## src/spos_pkg.sv

```systemverilog
package spos_pkg;

   // register port geometry
   localparam int          ADDR_W         = 16;
   localparam int          DATA_W         = 8;

   // register offsets
   localparam logic [15:0] UPDATE_ADDR    = 16'h000F;
   localparam logic [15:0] SYS_STAT_ADDR  = 16'h0D01;
   localparam logic [15:0] REF_STAT_BASE  = 16'h0D02;
   localparam logic [15:0] EVENT_ADDR     = 16'h0D0C;
   localparam logic [15:0] LOOP0_BASE     = 16'h0D20;
   localparam logic [15:0] LOOP1_OFFSET   = 16'h0020;
   localparam logic [15:0] LOOP2_OFFSET   = 16'h0040;
   localparam logic [15:0] LOOP3_OFFSET   = 16'h0060;
   localparam logic [15:0] PIN_CODE_ADDR  = 16'h0200;

   // bank geometry: 0x0D20..0x0D2A
   localparam int          BANK_BYTES     = 11;
   localparam int          REF_COUNT      = 4;

   // values
   localparam logic [7:0]  UPDATE_GO      = 8'h01;
   localparam logic [7:0]  STATUS_RST     = 8'h00;
   localparam logic [7:0]  PIN_CODE_RST   = 8'h80;
   localparam logic [7:0]  UNMAPPED_READ  = 8'h00;

   // cycle counts
   localparam int          CLK_DIV_RATIO  = 32;
   localparam int          WD_STROBE_CYC  = 32;

   // field positions
   localparam int          BIT_DIR        = 7;
   localparam int          SYS_LOCK_BIT   = 0;
   localparam int          SYS_STABLE_BIT = 1;
   localparam int          SYS_CAL_BIT    = 2;
   localparam int          EVT_HIST_BIT   = 4;
   localparam int          REF_FAULT_BIT  = 2;
   localparam int          REF_VALID_BIT  = 3;
   localparam int          REF_USE_LSB    = 4;
   localparam int          S0_PHASE_BIT   = 1;
   localparam int          S0_FREQ_BIT    = 2;
   localparam int          S0_ALOCK_BIT   = 3;
   localparam int          S0_ACAL_BIT    = 4;
   localparam int          S1_FREE_BIT    = 0;
   localparam int          S1_HOLD_BIT    = 1;
   localparam int          S1_SWITCH_BIT  = 2;
   localparam int          S2_HIST_BIT    = 0;
   localparam int          S2_FCLAMP_BIT  = 1;
   localparam int          S2_SLEW_BIT    = 2;
   localparam int          S2_DEMAP_BIT   = 3;

   // function code groups, upper nibble
   localparam logic [3:0]  GRP_MISC       = 4'h8;
   localparam logic [3:0]  GRP_IRQ        = 4'h9;
   localparam logic [3:0]  GRP_REF        = 4'hA;
   localparam logic [3:0]  GRP_REF_USE    = 4'hB;

endpackage

```

## src/spos_strobe_gen.sv

```systemverilog
`timescale 1ns/1ps
module spos_strobe_gen #(
   parameter int DIV_RATIO  = spos_pkg::CLK_DIV_RATIO,
   parameter int STROBE_LEN = spos_pkg::WD_STROBE_CYC
) (
   input  wire logic mclk,
   input  wire logic rst,
   input  wire logic wd_expire,
   output logic      div_clk,
   output logic      wd_strobe
);
   localparam int HALF = DIV_RATIO / 2;
   localparam int CW   = $clog2(DIV_RATIO + STROBE_LEN + 1);

   logic [CW-1:0] div_cnt_q;
   logic [CW-1:0] wd_cnt_q;

   // square wave, one toggle each half period
   always_ff @(posedge mclk) begin
      if (rst) begin
         div_cnt_q <= '0;
         div_clk   <= 1'b0;
      end else if (div_cnt_q == CW'(HALF - 1)) begin
         div_cnt_q <= '0;
         div_clk   <= ~div_clk;
      end else begin
         div_cnt_q <= div_cnt_q + 1'b1;
      end
   end

   // a new expiry during a strobe restarts the full length
   always_ff @(posedge mclk) begin
      if (rst) begin
         wd_cnt_q  <= '0;
         wd_strobe <= 1'b0;
      end else if (wd_expire) begin
         wd_cnt_q  <= CW'(STROBE_LEN - 1);
         wd_strobe <= 1'b1;
      end else if (wd_cnt_q != '0) begin
         wd_cnt_q  <= wd_cnt_q - 1'b1;
      end else begin
         wd_strobe <= 1'b0;
      end
   end
endmodule // spos_strobe_gen

```

## src/spos_status_bank.sv

```systemverilog
`timescale 1ns/1ps
module spos_status_bank #(
   parameter int BYTES = spos_pkg::BANK_BYTES
) (
   input  wire logic             mclk,
   input  wire logic             rst,
   input  wire logic             capture,
   input  wire logic [BYTES*8-1:0] live,
   input  wire logic [3:0]       rd_idx,
   output logic [7:0]            rd_byte
);
   logic [7:0] snap_q [BYTES];

   // only the snapshot strobe loads the bank; no host write path exists
   always_ff @(posedge mclk) begin
      for (int i = 0; i < BYTES; i++) begin
         if (rst) begin
            snap_q[i] <= spos_pkg::STATUS_RST;
         end else if (capture) begin
            snap_q[i] <= live[i*8 +: 8];
         end
      end
   end

   always_comb begin
      rd_byte = spos_pkg::UNMAPPED_READ;
      if (int'(rd_idx) < BYTES) begin
         rd_byte = snap_q[rd_idx];
      end
   end
endmodule // spos_status_bank

```

## src/spos_pin_select.sv

```systemverilog
// The implementer's own choices: the placing of the registers and the strobed register port.
`timescale 1ns/1ps
module spos_pin_select #(
   parameter int LOOPS      = 4,
   parameter int DIV_RATIO  = spos_pkg::CLK_DIV_RATIO,
   parameter int STROBE_LEN = spos_pkg::WD_STROBE_CYC
) (
   input  wire logic                           mclk,
   input  wire logic                           rst,
   input  wire logic [spos_pkg::ADDR_W-1:0]    reg_addr,
   input  wire logic [spos_pkg::DATA_W-1:0]    reg_wdata,
   input  wire logic                           reg_wr,
   input  wire logic                           reg_rd,
   output logic      [spos_pkg::DATA_W-1:0]    reg_rdata,
   input  wire logic [LOOPS*spos_pkg::BANK_BYTES*8-1:0] loop_status,
   input  wire logic                           refmult_lock,
   input  wire logic                           refmult_stable,
   input  wire logic                           refmult_cal_busy,
   input  wire logic [spos_pkg::REF_COUNT*8-1:0] ref_status,
   input  wire logic [7:0]                     event_status,
   input  wire logic                           irq_common,
   input  wire logic [LOOPS-1:0]               irq_loop,
   input  wire logic                           wd_expire,
   output logic                                mfp_out,
   output logic                                mfp_oe_n,
   output logic                                update_busy
);
   localparam int BB = spos_pkg::BANK_BYTES;
   localparam int LW = BB * 8;

   logic [7:0]       pin_code_q;
   logic [7:0]       rdata_d;
   logic             capture;
   logic             div_clk;
   logic             wd_strobe;
   logic             pin_d;
   logic [7:0]       sys_live;
   logic [7:0]       sys_snap_q;
   logic [31:0]      ref_snap_q;
   logic [7:0]       evt_snap_q;
   logic [LOOPS-1:0] comb_lock;
   logic [7:0]       bank_byte [LOOPS];
   logic [3:0]       bank_idx;
   logic [1:0]       sel_loop;
   logic [3:0]       sub;
   // selected bytes: a bit select on a function result is not legal, so name them
   logic [7:0]       sel_b0;
   logic [7:0]       sel_b1;
   logic [7:0]       sel_b2;
   logic [7:0]       sel_ref;

   // byte idx of loop l's live status
   function automatic logic [7:0] loop_byte(input logic [LOOPS*LW-1:0] v,
                                            input int l, input int idx);
      loop_byte = v[l*LW + idx*8 +: 8];
   endfunction

   // byte of reference r in a packed reference vector
   function automatic logic [7:0] ref_byte(input logic [31:0] v, input int r);
      ref_byte = v[r*8 +: 8];
   endfunction

   // true when address a falls inside the bank that starts at base b
   function automatic logic in_bank(input logic [15:0] a, input logic [15:0] b);
      in_bank = (a >= b) && (a < b + 16'(BB));
   endfunction

   // ---------------------------------------------------------------
   // snapshot strobe and control register
   // ---------------------------------------------------------------

   // self-clearing: only the exact go value triggers a snapshot
   assign capture = reg_wr && (reg_addr == spos_pkg::UPDATE_ADDR)
                    && (reg_wdata == spos_pkg::UPDATE_GO);

   always_ff @(posedge mclk) begin
      if (rst) begin
         pin_code_q <= spos_pkg::PIN_CODE_RST;
      end else if (reg_wr && reg_addr == spos_pkg::PIN_CODE_ADDR) begin
         pin_code_q <= reg_wdata;
      end
   end

   // high for the one cycle after the edge that loads the snapshot
   always_ff @(posedge mclk) begin
      if (rst) begin
         update_busy <= 1'b0;
      end else begin
         update_busy <= capture;
      end
   end

   // ---------------------------------------------------------------
   // live system status and combined locks
   // ---------------------------------------------------------------

   always_comb begin
      for (int l = 0; l < LOOPS; l++) begin
         comb_lock[l] = loop_status[l*LW + spos_pkg::S0_PHASE_BIT]
                        & loop_status[l*LW + spos_pkg::S0_ALOCK_BIT]
                        & refmult_lock;
      end
   end

   always_comb begin
      sys_live = 8'h00;
      sys_live[spos_pkg::SYS_LOCK_BIT]   = refmult_lock;
      sys_live[spos_pkg::SYS_STABLE_BIT] = refmult_stable;
      sys_live[spos_pkg::SYS_CAL_BIT]    = refmult_cal_busy;
      sys_live[7:4]                      = comb_lock[3:0];
   end

   // system, reference and event bytes share the loop banks' snapshot
   always_ff @(posedge mclk) begin
      if (rst) begin
         sys_snap_q <= spos_pkg::STATUS_RST;
         ref_snap_q <= {spos_pkg::REF_COUNT{spos_pkg::STATUS_RST}};
         evt_snap_q <= spos_pkg::STATUS_RST;
      end else if (capture) begin
         sys_snap_q <= sys_live;
         ref_snap_q <= ref_status;
         evt_snap_q <= event_status;
      end
   end

   // ---------------------------------------------------------------
   // per-loop status banks
   // ---------------------------------------------------------------

   // all banks share one reset value and one layout
   for (genvar g = 0; g < LOOPS; g++) begin : g_bank
      spos_status_bank #(
         .BYTES   (BB)
      ) u_bank (
         .mclk    (mclk),
         .rst     (rst),
         .capture (capture),
         .live    (loop_status[g*LW +: LW]),
         .rd_idx  (bank_idx),
         .rd_byte (bank_byte[g])
      );
   end

   assign bank_idx = reg_addr[3:0];

   // ---------------------------------------------------------------
   // read decode
   // ---------------------------------------------------------------

   // writes to status addresses fall through every decode: no effect
   always_comb begin
      rdata_d = spos_pkg::UNMAPPED_READ;
      if (reg_addr == spos_pkg::PIN_CODE_ADDR) begin
         rdata_d = pin_code_q;
      end else if (reg_addr == spos_pkg::SYS_STAT_ADDR) begin
         rdata_d = sys_snap_q;
      end else if (reg_addr >= spos_pkg::REF_STAT_BASE
                   && reg_addr < spos_pkg::REF_STAT_BASE + 16'(spos_pkg::REF_COUNT)) begin
         rdata_d = ref_byte(ref_snap_q, int'(reg_addr - spos_pkg::REF_STAT_BASE));
      end else if (reg_addr == spos_pkg::EVENT_ADDR) begin
         rdata_d = evt_snap_q;
      end else if (in_bank(reg_addr, spos_pkg::LOOP0_BASE)) begin
         rdata_d = bank_byte[0];
      end else if (in_bank(reg_addr, spos_pkg::LOOP0_BASE + spos_pkg::LOOP1_OFFSET)) begin
         rdata_d = bank_byte[1];
      end else if (in_bank(reg_addr, spos_pkg::LOOP0_BASE + spos_pkg::LOOP2_OFFSET)) begin
         rdata_d = bank_byte[2];
      end else if (in_bank(reg_addr, spos_pkg::LOOP0_BASE + spos_pkg::LOOP3_OFFSET)) begin
         rdata_d = bank_byte[3];
      end
   end

   // data stands only in the cycle after the read strobe
   always_ff @(posedge mclk) begin
      if (rst) begin
         reg_rdata <= spos_pkg::UNMAPPED_READ;
      end else if (reg_rd) begin
         reg_rdata <= rdata_d;
      end else begin
         reg_rdata <= spos_pkg::UNMAPPED_READ;
      end
   end

   // ---------------------------------------------------------------
   // timing sources for the pin
   // ---------------------------------------------------------------

   spos_strobe_gen #(
      .DIV_RATIO  (DIV_RATIO),
      .STROBE_LEN (STROBE_LEN)
   ) u_strobe (
      .mclk       (mclk),
      .rst        (rst),
      .wd_expire  (wd_expire),
      .div_clk    (div_clk),
      .wd_strobe  (wd_strobe)
   );

   // ---------------------------------------------------------------
   // output function mux
   // ---------------------------------------------------------------

   assign sub      = pin_code_q[3:0];
   assign sel_loop = pin_code_q[5:4];
   assign sel_b0   = loop_byte(loop_status, int'(sel_loop), 0);
   assign sel_b1   = loop_byte(loop_status, int'(sel_loop), 1);
   assign sel_b2   = loop_byte(loop_status, int'(sel_loop), 2);
   assign sel_ref  = ref_byte(ref_status, int'(sub[1:0]));

   // the pin follows live sources, not the snapshot, so it needs no update
   always_comb begin
      pin_d = 1'b0;
      if (pin_code_q[spos_pkg::BIT_DIR]) begin
         if (pin_code_q[7:4] == spos_pkg::GRP_MISC) begin
            case (sub)
               4'h0: pin_d = 1'b0;
               4'h1: pin_d = 1'b1;
               4'h2: pin_d = div_clk;
               4'h3: pin_d = wd_strobe;
               4'h4: pin_d = refmult_cal_busy;
               4'h5: pin_d = refmult_lock;
               4'h6: pin_d = refmult_stable;
               4'h7: pin_d = &comb_lock;
               4'h8, 4'h9, 4'hA, 4'hB: begin
                  pin_d = comb_lock[sub[1:0]];
               end
               default: pin_d = 1'b0;
            endcase
         end else if (pin_code_q[7:4] == spos_pkg::GRP_IRQ) begin
            case (sub)
               4'h0: pin_d = irq_common | (|irq_loop);
               4'h1: pin_d = irq_common;
               4'h2, 4'h3, 4'h4, 4'h5: begin
                  pin_d = irq_loop[2'(sub - 4'h2)];
               end
               default: pin_d = 1'b0;
            endcase
         end else if (pin_code_q[7:4] == spos_pkg::GRP_REF) begin
            case (sub)
               4'h0, 4'h1, 4'h2, 4'h3: begin
                  pin_d = sel_ref[spos_pkg::REF_FAULT_BIT];
               end
               4'h8, 4'h9, 4'hA, 4'hB: begin
                  pin_d = sel_ref[spos_pkg::REF_VALID_BIT];
               end
               default: pin_d = 1'b0;
            endcase
         end else if (pin_code_q[7:4] == spos_pkg::GRP_REF_USE) begin
            case (sub)
               4'h0, 4'h1, 4'h2, 4'h3: begin
                  pin_d = |sel_ref[7:4];
               end
               default: pin_d = 1'b0;
            endcase
         end else if (pin_code_q[7:6] == 2'b11) begin
            // 0xC0..0xFF: one nibble of codes per loop, same layout
            case (sub)
               4'h0: pin_d = sel_b0[spos_pkg::S0_PHASE_BIT];
               4'h1: pin_d = sel_b0[spos_pkg::S0_FREQ_BIT];
               4'h2: pin_d = sel_b0[spos_pkg::S0_ALOCK_BIT];
               4'h3: pin_d = sel_b0[spos_pkg::S0_ACAL_BIT];
               4'h4: begin
                  pin_d = 1'b0;
                  for (int r = 0; r < spos_pkg::REF_COUNT; r++) begin
                     pin_d = pin_d
                             | ref_status[r*8 + spos_pkg::REF_USE_LSB + int'(sel_loop)];
                  end
               end
               4'h5: pin_d = sel_b1[spos_pkg::S1_FREE_BIT];
               4'h6: pin_d = sel_b1[spos_pkg::S1_HOLD_BIT];
               4'h7: pin_d = sel_b1[spos_pkg::S1_SWITCH_BIT];
               4'h8: pin_d = sel_b2[spos_pkg::S2_HIST_BIT];
               4'h9: begin
                  // event source is only known for loop 0; others stay low
                  pin_d = (sel_loop == 2'b00) && event_status[spos_pkg::EVT_HIST_BIT];
               end
               4'hA: pin_d = sel_b2[spos_pkg::S2_FCLAMP_BIT];
               4'hB: pin_d = sel_b2[spos_pkg::S2_SLEW_BIT];
               4'hD: pin_d = sel_b2[spos_pkg::S2_DEMAP_BIT];
               default: pin_d = 1'b0;
            endcase
            // codes for all four loops above, loop 0 at 0xC0..0xCD
         end
      end
   end

   // one register stage isolates the pin from mux glitches
   always_ff @(posedge mclk) begin
      if (rst) begin
         mfp_out  <= 1'b0;
         mfp_oe_n <= 1'b1;
      end else begin
         mfp_out  <= pin_d;
         mfp_oe_n <= ~pin_code_q[spos_pkg::BIT_DIR];
      end
   end

endmodule // spos_pin_select

```

## config.mk

```make
export PLATFORM = sky130hd
export DESIGN_NAME = spos_pin_select
export DESIGN_NICKNAME = d
export VERILOG_FILES = /design/src/spos_pkg.sv /design/src/spos_strobe_gen.sv /design/src/spos_status_bank.sv /design/src/spos_pin_select.sv
export SDC_FILE = /design/constraint.sdc
export NUM_CORES = 1
export LEC_CHECK = 0
export BUFFER_PORTS_ARGS = -buffer_cell sky130_fd_sc_hd__buf_2
export CAP_MARGIN = 20
export CELL_PAD_IN_SITES_DETAIL_PLACEMENT = 1
export CELL_PAD_IN_SITES_GLOBAL_PLACEMENT = 1
export CORE_ASPECT_RATIO = 1.2
export CORE_MARGIN = 2
export CORE_UTILIZATION = 48
export DETAILED_ROUTE_END_ITERATION = 6
export PLACE_DENSITY = 0.84
export SYNTH_ARGS = -nofsm -noshare
export SYNTH_HDL_FRONTEND = slang
export SYNTH_SLANG_ARGS = --single-unit
```

## constraint.sdc

```tcl
create_clock -name mclk -period 33.3 [get_ports mclk]
set_input_delay 3.33 -clock mclk [delete_from_list [all_inputs] [get_ports mclk]]
set_output_delay 3.33 -clock mclk [all_outputs]
set_load 0.03 [all_outputs]
```

==> results.md, run 1 <==
* Hold Buf Count CTS at 0
* Place WS at 25.54 ns
* Cell variety after synth at 70
* CP Max Fanout at 79
* Util after Layout at 0.573
* Largest net degree at the start of global routing at 354
* Die width at 196 um
* WP data arrival at 7.11 ns
* Req. time, crit path at 33.51 ns
* Die ar. at 46000 um2
* Slew Limit Fails at 0
* Worst skew pair latency at 0.57 ns
* Clock buffer depth at 3
* Mapped cell area at 21300 um2
* Critical path class: in -> reg
* Yosys reg bits at 434
* PostCTS Resize Cnt at 0
* Total routed wire length on the met1 layer at 27300 um
* Setup TNS Final at 0 ns
* Final Hold Fails at 0
* CP cell instances: buf_2, buf_4, nand2_1, nor4_1, nand3_1, nand2_4, buf_4, buf_4, buf_16
* DR WL met2 at 36200 um
* Fin crit period at 6.91 ns
* Fmax at 145 MHz
* DRC Markers at 0
* Slew @ Worst Pin at 1.47 ns
* Initial antenna violation count at 14
* Leak at 9.53 nW
* Final WS setup at 26.39 ns
* Hold Crit Start: ref_snap_q[2]
* Post-synth ARST share at 0
* Antenna Nets Post-Route at 0
* Number of setup violations in the final report at 0
* Main synth FF type: edfxtp_1
* Max Used Layer: met5
* Drt pass-1 iters at 7
* Vias per cell at 5.85
* First-pass GRT wire length at 105000 um
* Status: complete, no violations
* Layout cell share with drive strength beyond 1 at 0.299
* Final net count at 2523
* Vias in the first global route at 16800
* Area delta synth->final at 18.1%
* Fill count at 4543
* Worst r2r src: pin_code_q[4]
* Number of flops mapped to enable cells by yosys at 352
* GPL Wtd Cong at 0.922
* Synthesized Nets at 2136
* CP Capture Type: flip-flop
* Core area at 43800 um2
* Slowest cell on crit path: nand2_4
* Power Dens Cells at 48.3 nW/um2
* Die Ht at 235 um
* CP max stage delay at 0.83 ns
* I/O pin total at 440
* Gate Count Post-Synth at 1698
* Wire per inst at 26.5 um
* CP top delay family: buffers and inverters
* Relative slew slack at 0.0180
* Clk slew on worst S/H paths at 0.06 ns
* Crit path buf inv count at 5
* Overall via count from detail_route at 15700
* Routed wire length at 71400 um
* Fraction of the cycle the final worst path needs at 0.207
* GRT Total Usage at 0.308
* Peak supply drop at 34.9 uV
* # clock sinks at 434
* Startpoint Class: input pin
* Pwr Total at 1.21 mW
* # Max-Cap Violations at 0
* H-tree depth at 2
* CTS tree: built
* DP Wirelength at 51500 um
* Post-CTS Setup Bufs at 0
* Clk_skew at 0.0103 ns
* Port Buffer Count at 439
* Initial Util at 0.485
* CP dominant cell by count: buf_4
* Ys Warns at 0
* DRT iter0 DRCs at 1321
* Worst Hold Class: reg -> reg
* Routed length on met3 at 4520 um
* Root Driver: clkbuf_16
* Syn_area_per_cell at 12.5 um2
* Gr ovfl total at 0
* RSZ-0062 raised after global routing: no
* Clock buffer count from CTS at 45
* Part of the Yosys area used for sequential elements at 0.574
* Crit path from: reg_addr[2]
* Num rows at 84
==> routing by layer <==
layer	global-route usage	vias up
met4	0.134	10
met2	0.540	709
li1	-	7006
met1	0.377	7853
met3	0.0462	158
met5	0	-
==> stage by stage <==
step / hold slack, ns / std cells / cell area [um2]
floorplan: 0.396 / 1698 / 21300
global placement: 0.423 / 2595 / 23600
detailed placement: 0.450 / 2595 / 23600
CTS: 0.459 / 2678 / 25000
global route: 0.472 / 2688 / 25100
finish: 0.458 / 2692 / 25100
==> state kept, by name, summed over array words and instances (netlist names) <==
| name | cells |
|---|---|
| mfp_out | 1 |
| reg_rdata | 8 |
| g_bank.u_bank.snap_q | 352 |
| u_strobe.wd_strobe | 1 |
| sys_snap_q | 7 |
| ref_snap_q | 32 |
| u_strobe.div_cnt_q | 7 |
| update_busy | 1 |
| evt_snap_q | 8 |
| u_strobe.div_clk | 1 |
| u_strobe.wd_cnt_q | 7 |
| pin_code_q | 8 |
| mfp_oe_n | 1 |
==> path summary, 6_finish.rpt <==
| kind | to | slack, ns | cells past startpoint |
|---|---|---|---|
| max | g_bank[2].u_bank.snap_q[1][4] | 26.39 | 9 |
| min | ref_snap_q[2] | 0.46 | 2 |
| max reg2reg | mfp_out | 28.85 | 10 |
| min reg2reg | ref_snap_q[2] | 0.46 | 2 |
==> logic make-up after synthesis <==
group / after synthesis / synth area share
adders and majority gates: 9 / 0.00529
DFF: 434 / 0.574
muxes: 154 / 0.125
AOI/OAI and AO/OA: 195 / 0.0589
buffers and inverters: 133 / 0.0372
xor gates and xnor gates: 11 / 0.00453
and+or+nand+nor: 762 / 0.195
==> synth_stat cells (all sizes together), types with 4 or more instances <==
library cell	count	share of area
or4	5	0.0019
nor2b	4	0.0012
nand2	196	0.035
dfxtp	82	0.077
ha	9	0.0053
edfxtp	352	0.50
xor2	5	0.0021
o22ai	11	0.0032
o211ai	29	0.010
o21ai	26	0.0061
nand3	55	0.013
nor2	57	0.010
buf	65	0.025
and3	19	0.0056
and2	353	0.10
nand4	10	0.0029
a211oi	4	0.0014
a2bb2oi	14	0.0058
clkbuf	55	0.010
nor4	16	0.0057
o32ai	7	0.0029
mux2	10	0.0053
mux2i	56	0.026
nor3	13	0.0035
xnor2	6	0.0025
or3	5	0.0015
nand2b	11	0.0032
o2bb2ai	6	0.0025
a21oi	77	0.018
mux4	88	0.093
inv	11	0.0019
==> layout make-up <==
class | instances | area (um2) | area share
repair buffers | 460 | 2430 | 0.0969
clock inverters | 21 | 159 | 0.00632
multi-input cells | 1131 | 8290 | 0.330
diodes | 12 | 30.0 | 0.00120
flip-flops and latches | 434 | 12200 | 0.486
well taps | 559 | 699 | 0.0278
inverters | 13 | 48.8 | 0.00194
clock buffers | 62 | 1250 | 0.0498
==> report_power, final <==
group	leakage (nW)	internal [mW]	switching, mW
clock network	0.688	0.279	0.213
registers	4.00	0.608	0.00872
logic	4.84	0.0446	0.0591
total	9.53	0.931	0.281
==> cell usage in the layout (no fill, tap or decap), drive strengths merged, types with 3 or more instances in the layout <==
cell	netlist	layout
buf	65	459
and2	353	353
edfxtp	352	352
nand2	196	196
mux4	88	88
dfxtp	82	82
a21oi	77	77
clkbuf	55	63
nor2	57	57
mux2i	56	56
nand3	55	55
o211ai	29	29
o21ai	26	26
and3	19	19
clkinv	2	18
nor4	16	16
a2bb2oi	14	14
nor3	13	13
diode	0	12
inv	11	12
nand2b	11	11
o22ai	11	11
mux2	10	10
nand4	10	10
ha	9	9
o32ai	7	7
xnor2	6	6
o2bb2ai	6	6
or3	5	5
xor2	5	5
or4	5	5
nor2b	4	4
a211oi	4	4
nand4b	3	3
and4b	3	3
nor4b	3	3
or4b	3	3
==> worst register-to-register path: cells and delay by family (launching register included) <==
kind	cells	cell delay [ns]
muxes	2	0.89
adders and majority gates	1	0.79
buffers and inverters	3	1.26
and+or+nand+nor	2	0.19
AOI/OAI and AO/OA	2	0.83
DFF	1	0.31
(Power assumes the default switching activity.)
==> run 2: changes to the inputs <==
--- a/config.mk
+++ b/config.mk
@@ -11,9 +11,9 @@
 export CELL_PAD_IN_SITES_GLOBAL_PLACEMENT = 1
 export CORE_ASPECT_RATIO = 1.2
 export CORE_MARGIN = 2
-export CORE_UTILIZATION = 48
+export CORE_UTILIZATION = 44
 export DETAILED_ROUTE_END_ITERATION = 6
-export PLACE_DENSITY = 0.84
+export PLACE_DENSITY = 0.78
 export SYNTH_ARGS = -nofsm -noshare
 export SYNTH_HDL_FRONTEND = slang
 export SYNTH_SLANG_ARGS = --single-unit
==> constraint.sdc (replaced) <==
create_clock -name mclk -period 6.8 [get_ports mclk]
set_input_delay 0.68 -clock mclk [delete_from_list [all_inputs] [get_ports mclk]]
set_output_delay 0.68 -clock mclk [all_outputs]
set_load 0.03 [all_outputs]
==> results.md, run 2 (synthesis gave the netlist of run 1 again) <==
* Post-CTS Setup Bufs at 0 (unchanged)
* Layout cell share with drive strength beyond 1 at 0.303 (+0.00382)
* Regs by FF count: g_bank.u_bank.snap_q (352), ref_snap_q (32)
* Die ar. at 50100 um2 (+8.9%)
* Wire per inst at 26.4 um (-0.53%)
* Startpoint Class: flip-flop
* # clock sinks at 434 (unchanged)
* GPL Wtd Cong at 0.944 (+2.4%)
* Reg with most FFs: g_bank.u_bank.snap_q
* Clock buffer depth at 3 (unchanged)
* Req. time, crit path at 7.23 ns (-26.28 ns)
* Clk slew on worst S/H paths at 0.06 ns (about the same)
* RSZ-0062 raised after global routing: no
* Final Hold Fails at 0 (unchanged)
* Slowest cell on crit path: ha_1
* Port Buffer Count at 439 (unchanged)
* DRT iter0 DRCs at 1123 (-15%)
* First-pass GRT wire length at 106000 um (+0.83%)
* Number of setup violations in the final report at 0 (unchanged)
* Fin Hold WS at 0.352 ns (-0.106 ns)
* Vias per cell at 5.66 (-3.2%)
* Most common cell after layout, fill and taps aside: buf_2
* Root Driver: clkbuf_16
* Initial antenna violation count at 25 (+11)
* Max reg flops at 352 (unchanged)
* Overall via count from detail_route at 15600 (-0.66%)
* Clock buffer count from CTS at 46 (+2.2%)
* Fill count at 5099 (+12%)
* Placed cell areas at 23800 um2 (+0.64%)
* Relative slew slack at 0.153 (+0.135)
* Num rows at 88 (+4.8%)
* Slew @ Worst Pin at 1.27 ns (-0.202 ns)
* H-tree depth at 2 (unchanged)
* Fraction of the cycle the final worst path needs at 0.571
* Routed wire length at 72900 um (+2.1%)
* Crit path from: pin_code_q[4]
* Peak supply drop at 157 uV (+350%)
* Most frequent cells in the layout: buf_2 (437), and2_1 (353), edfxtp_1 (352)
* Largest net degree at the start of global routing at 337 (-4.8%)
* Worst Hold Class: in -> reg
* Final net count at 2525 (+0.079%)
* Final WS setup at 2.91 ns (-23.48 ns)
* Setup TNS Final at 0 ns (unchanged)
* Clk_skew at 0.00822 ns (-0.00205 ns)
* CP Max Fanout at 27 (-66%)
* WP data arrival at 4.32 ns (-2.79 ns)
* Vias in the first global route at 16600 (-1.1%)
* Register area at 12200 um2 (unchanged)
* Area delta synth->final at 19.1%
* Slew Limit Fails at 0 (unchanged)
* PostCTS Resize Cnt at 0 (unchanged)
* Place WS at 2.88 ns (-22.66 ns)
* Leak at 9.60 nW (+0.73%)
* Die Ht at 245 um (+4.4%)
* Pwr Total at 6.13 mW (+410%)
* DP Wirelength at 54500 um (+5.8%)
* I/O pin total at 440 (unchanged)
* Hold Crit Start: ref_status[24]
* Fmax at 257 MHz
* Critical path class: reg -> reg
* Hold Buf Count CTS at 0 (unchanged)
* # Max-Cap Violations at 0 (unchanged)
* Worst skew pair latency at 0.58 ns (about the same)
* Power Dens Cells at 242 nW/um2 (+400%)
* Area of the multi-input gates at 8300 um2 (+0.17%)
* Worst r2r src: pin_code_q[4]
* Antenna Nets Post-Route at 0 (unchanged)
* Util after Layout at 0.529 (-0.0441)
* Final cell count without fillers at 2764 (+2.7%)
* DRC Markers at 0 (unchanged)
* Fin crit period at 3.89 ns
* Die width at 205 um (+4.4%)
* Gr ovfl total at 0 (unchanged)
* Design area at 25300 um2 (+0.89%)
* Placed insts at 2669 (+2.9%)
* CP max stage delay at 0.95 ns (+0.12 ns)
* CTS tree: built
* GRT Total Usage at 0.291 (-0.0174)
* CP cell instances: buf_4, clkinv_1, ha_1, mux4_2, mux2_2, nand3_1, nand4_1, a2111oi_0, a211oi_1
* Status: complete, no violations
* CP Capture Type: flip-flop
* Drt pass-1 iters at 5 (-2)
* Core area at 47900 um2 (+9.3%)
* Initial Util at 0.444 (-0.0412)
-- run 2: path summary, 6_finish.rpt --
kind                          to  slack [ns]  depth (start not counted)
hold / removal    ref_snap_q[24]        0.35                          3
setup reg to reg         mfp_out        2.91                          9
hold reg to reg   ref_snap_q[10]        0.45                          2
setup / recovery         mfp_out        2.91                          9
-- run 2: area by class of cell --
type,instances,share of cell area
inverter,13,0.00193
clock inverter,25,0.0101
multi-input combinational,1131,0.328
tap,630,0.0311
sequential,434,0.482
timing repair buffer,461,0.0958
antenna,10,0.000987
clock buffer,60,0.0508
-- run 2: report_power, final --
part | internal [mW] | switching [mW]
Combinational | 0.220 | 0.306
Sequential | 2.98 | 0.0402
Clock | 1.53 | 1.06
-- run 2: critical path, delay by kind of cell (launching register included) --
kind	cells	cell delay (ns)
fa+ha+maj	1	0.95
mux	2	0.88
buf+inv	2	0.77
compound gates	2	0.62
flops	1	0.31
simple gates	2	0.19
-- run 2: metal layers --
layer	track usage	routed length [um]
met2	0.492	36100
met1	0.345	27200
met4	0.147	3930
met5	0	184
met3	0.0689	5490
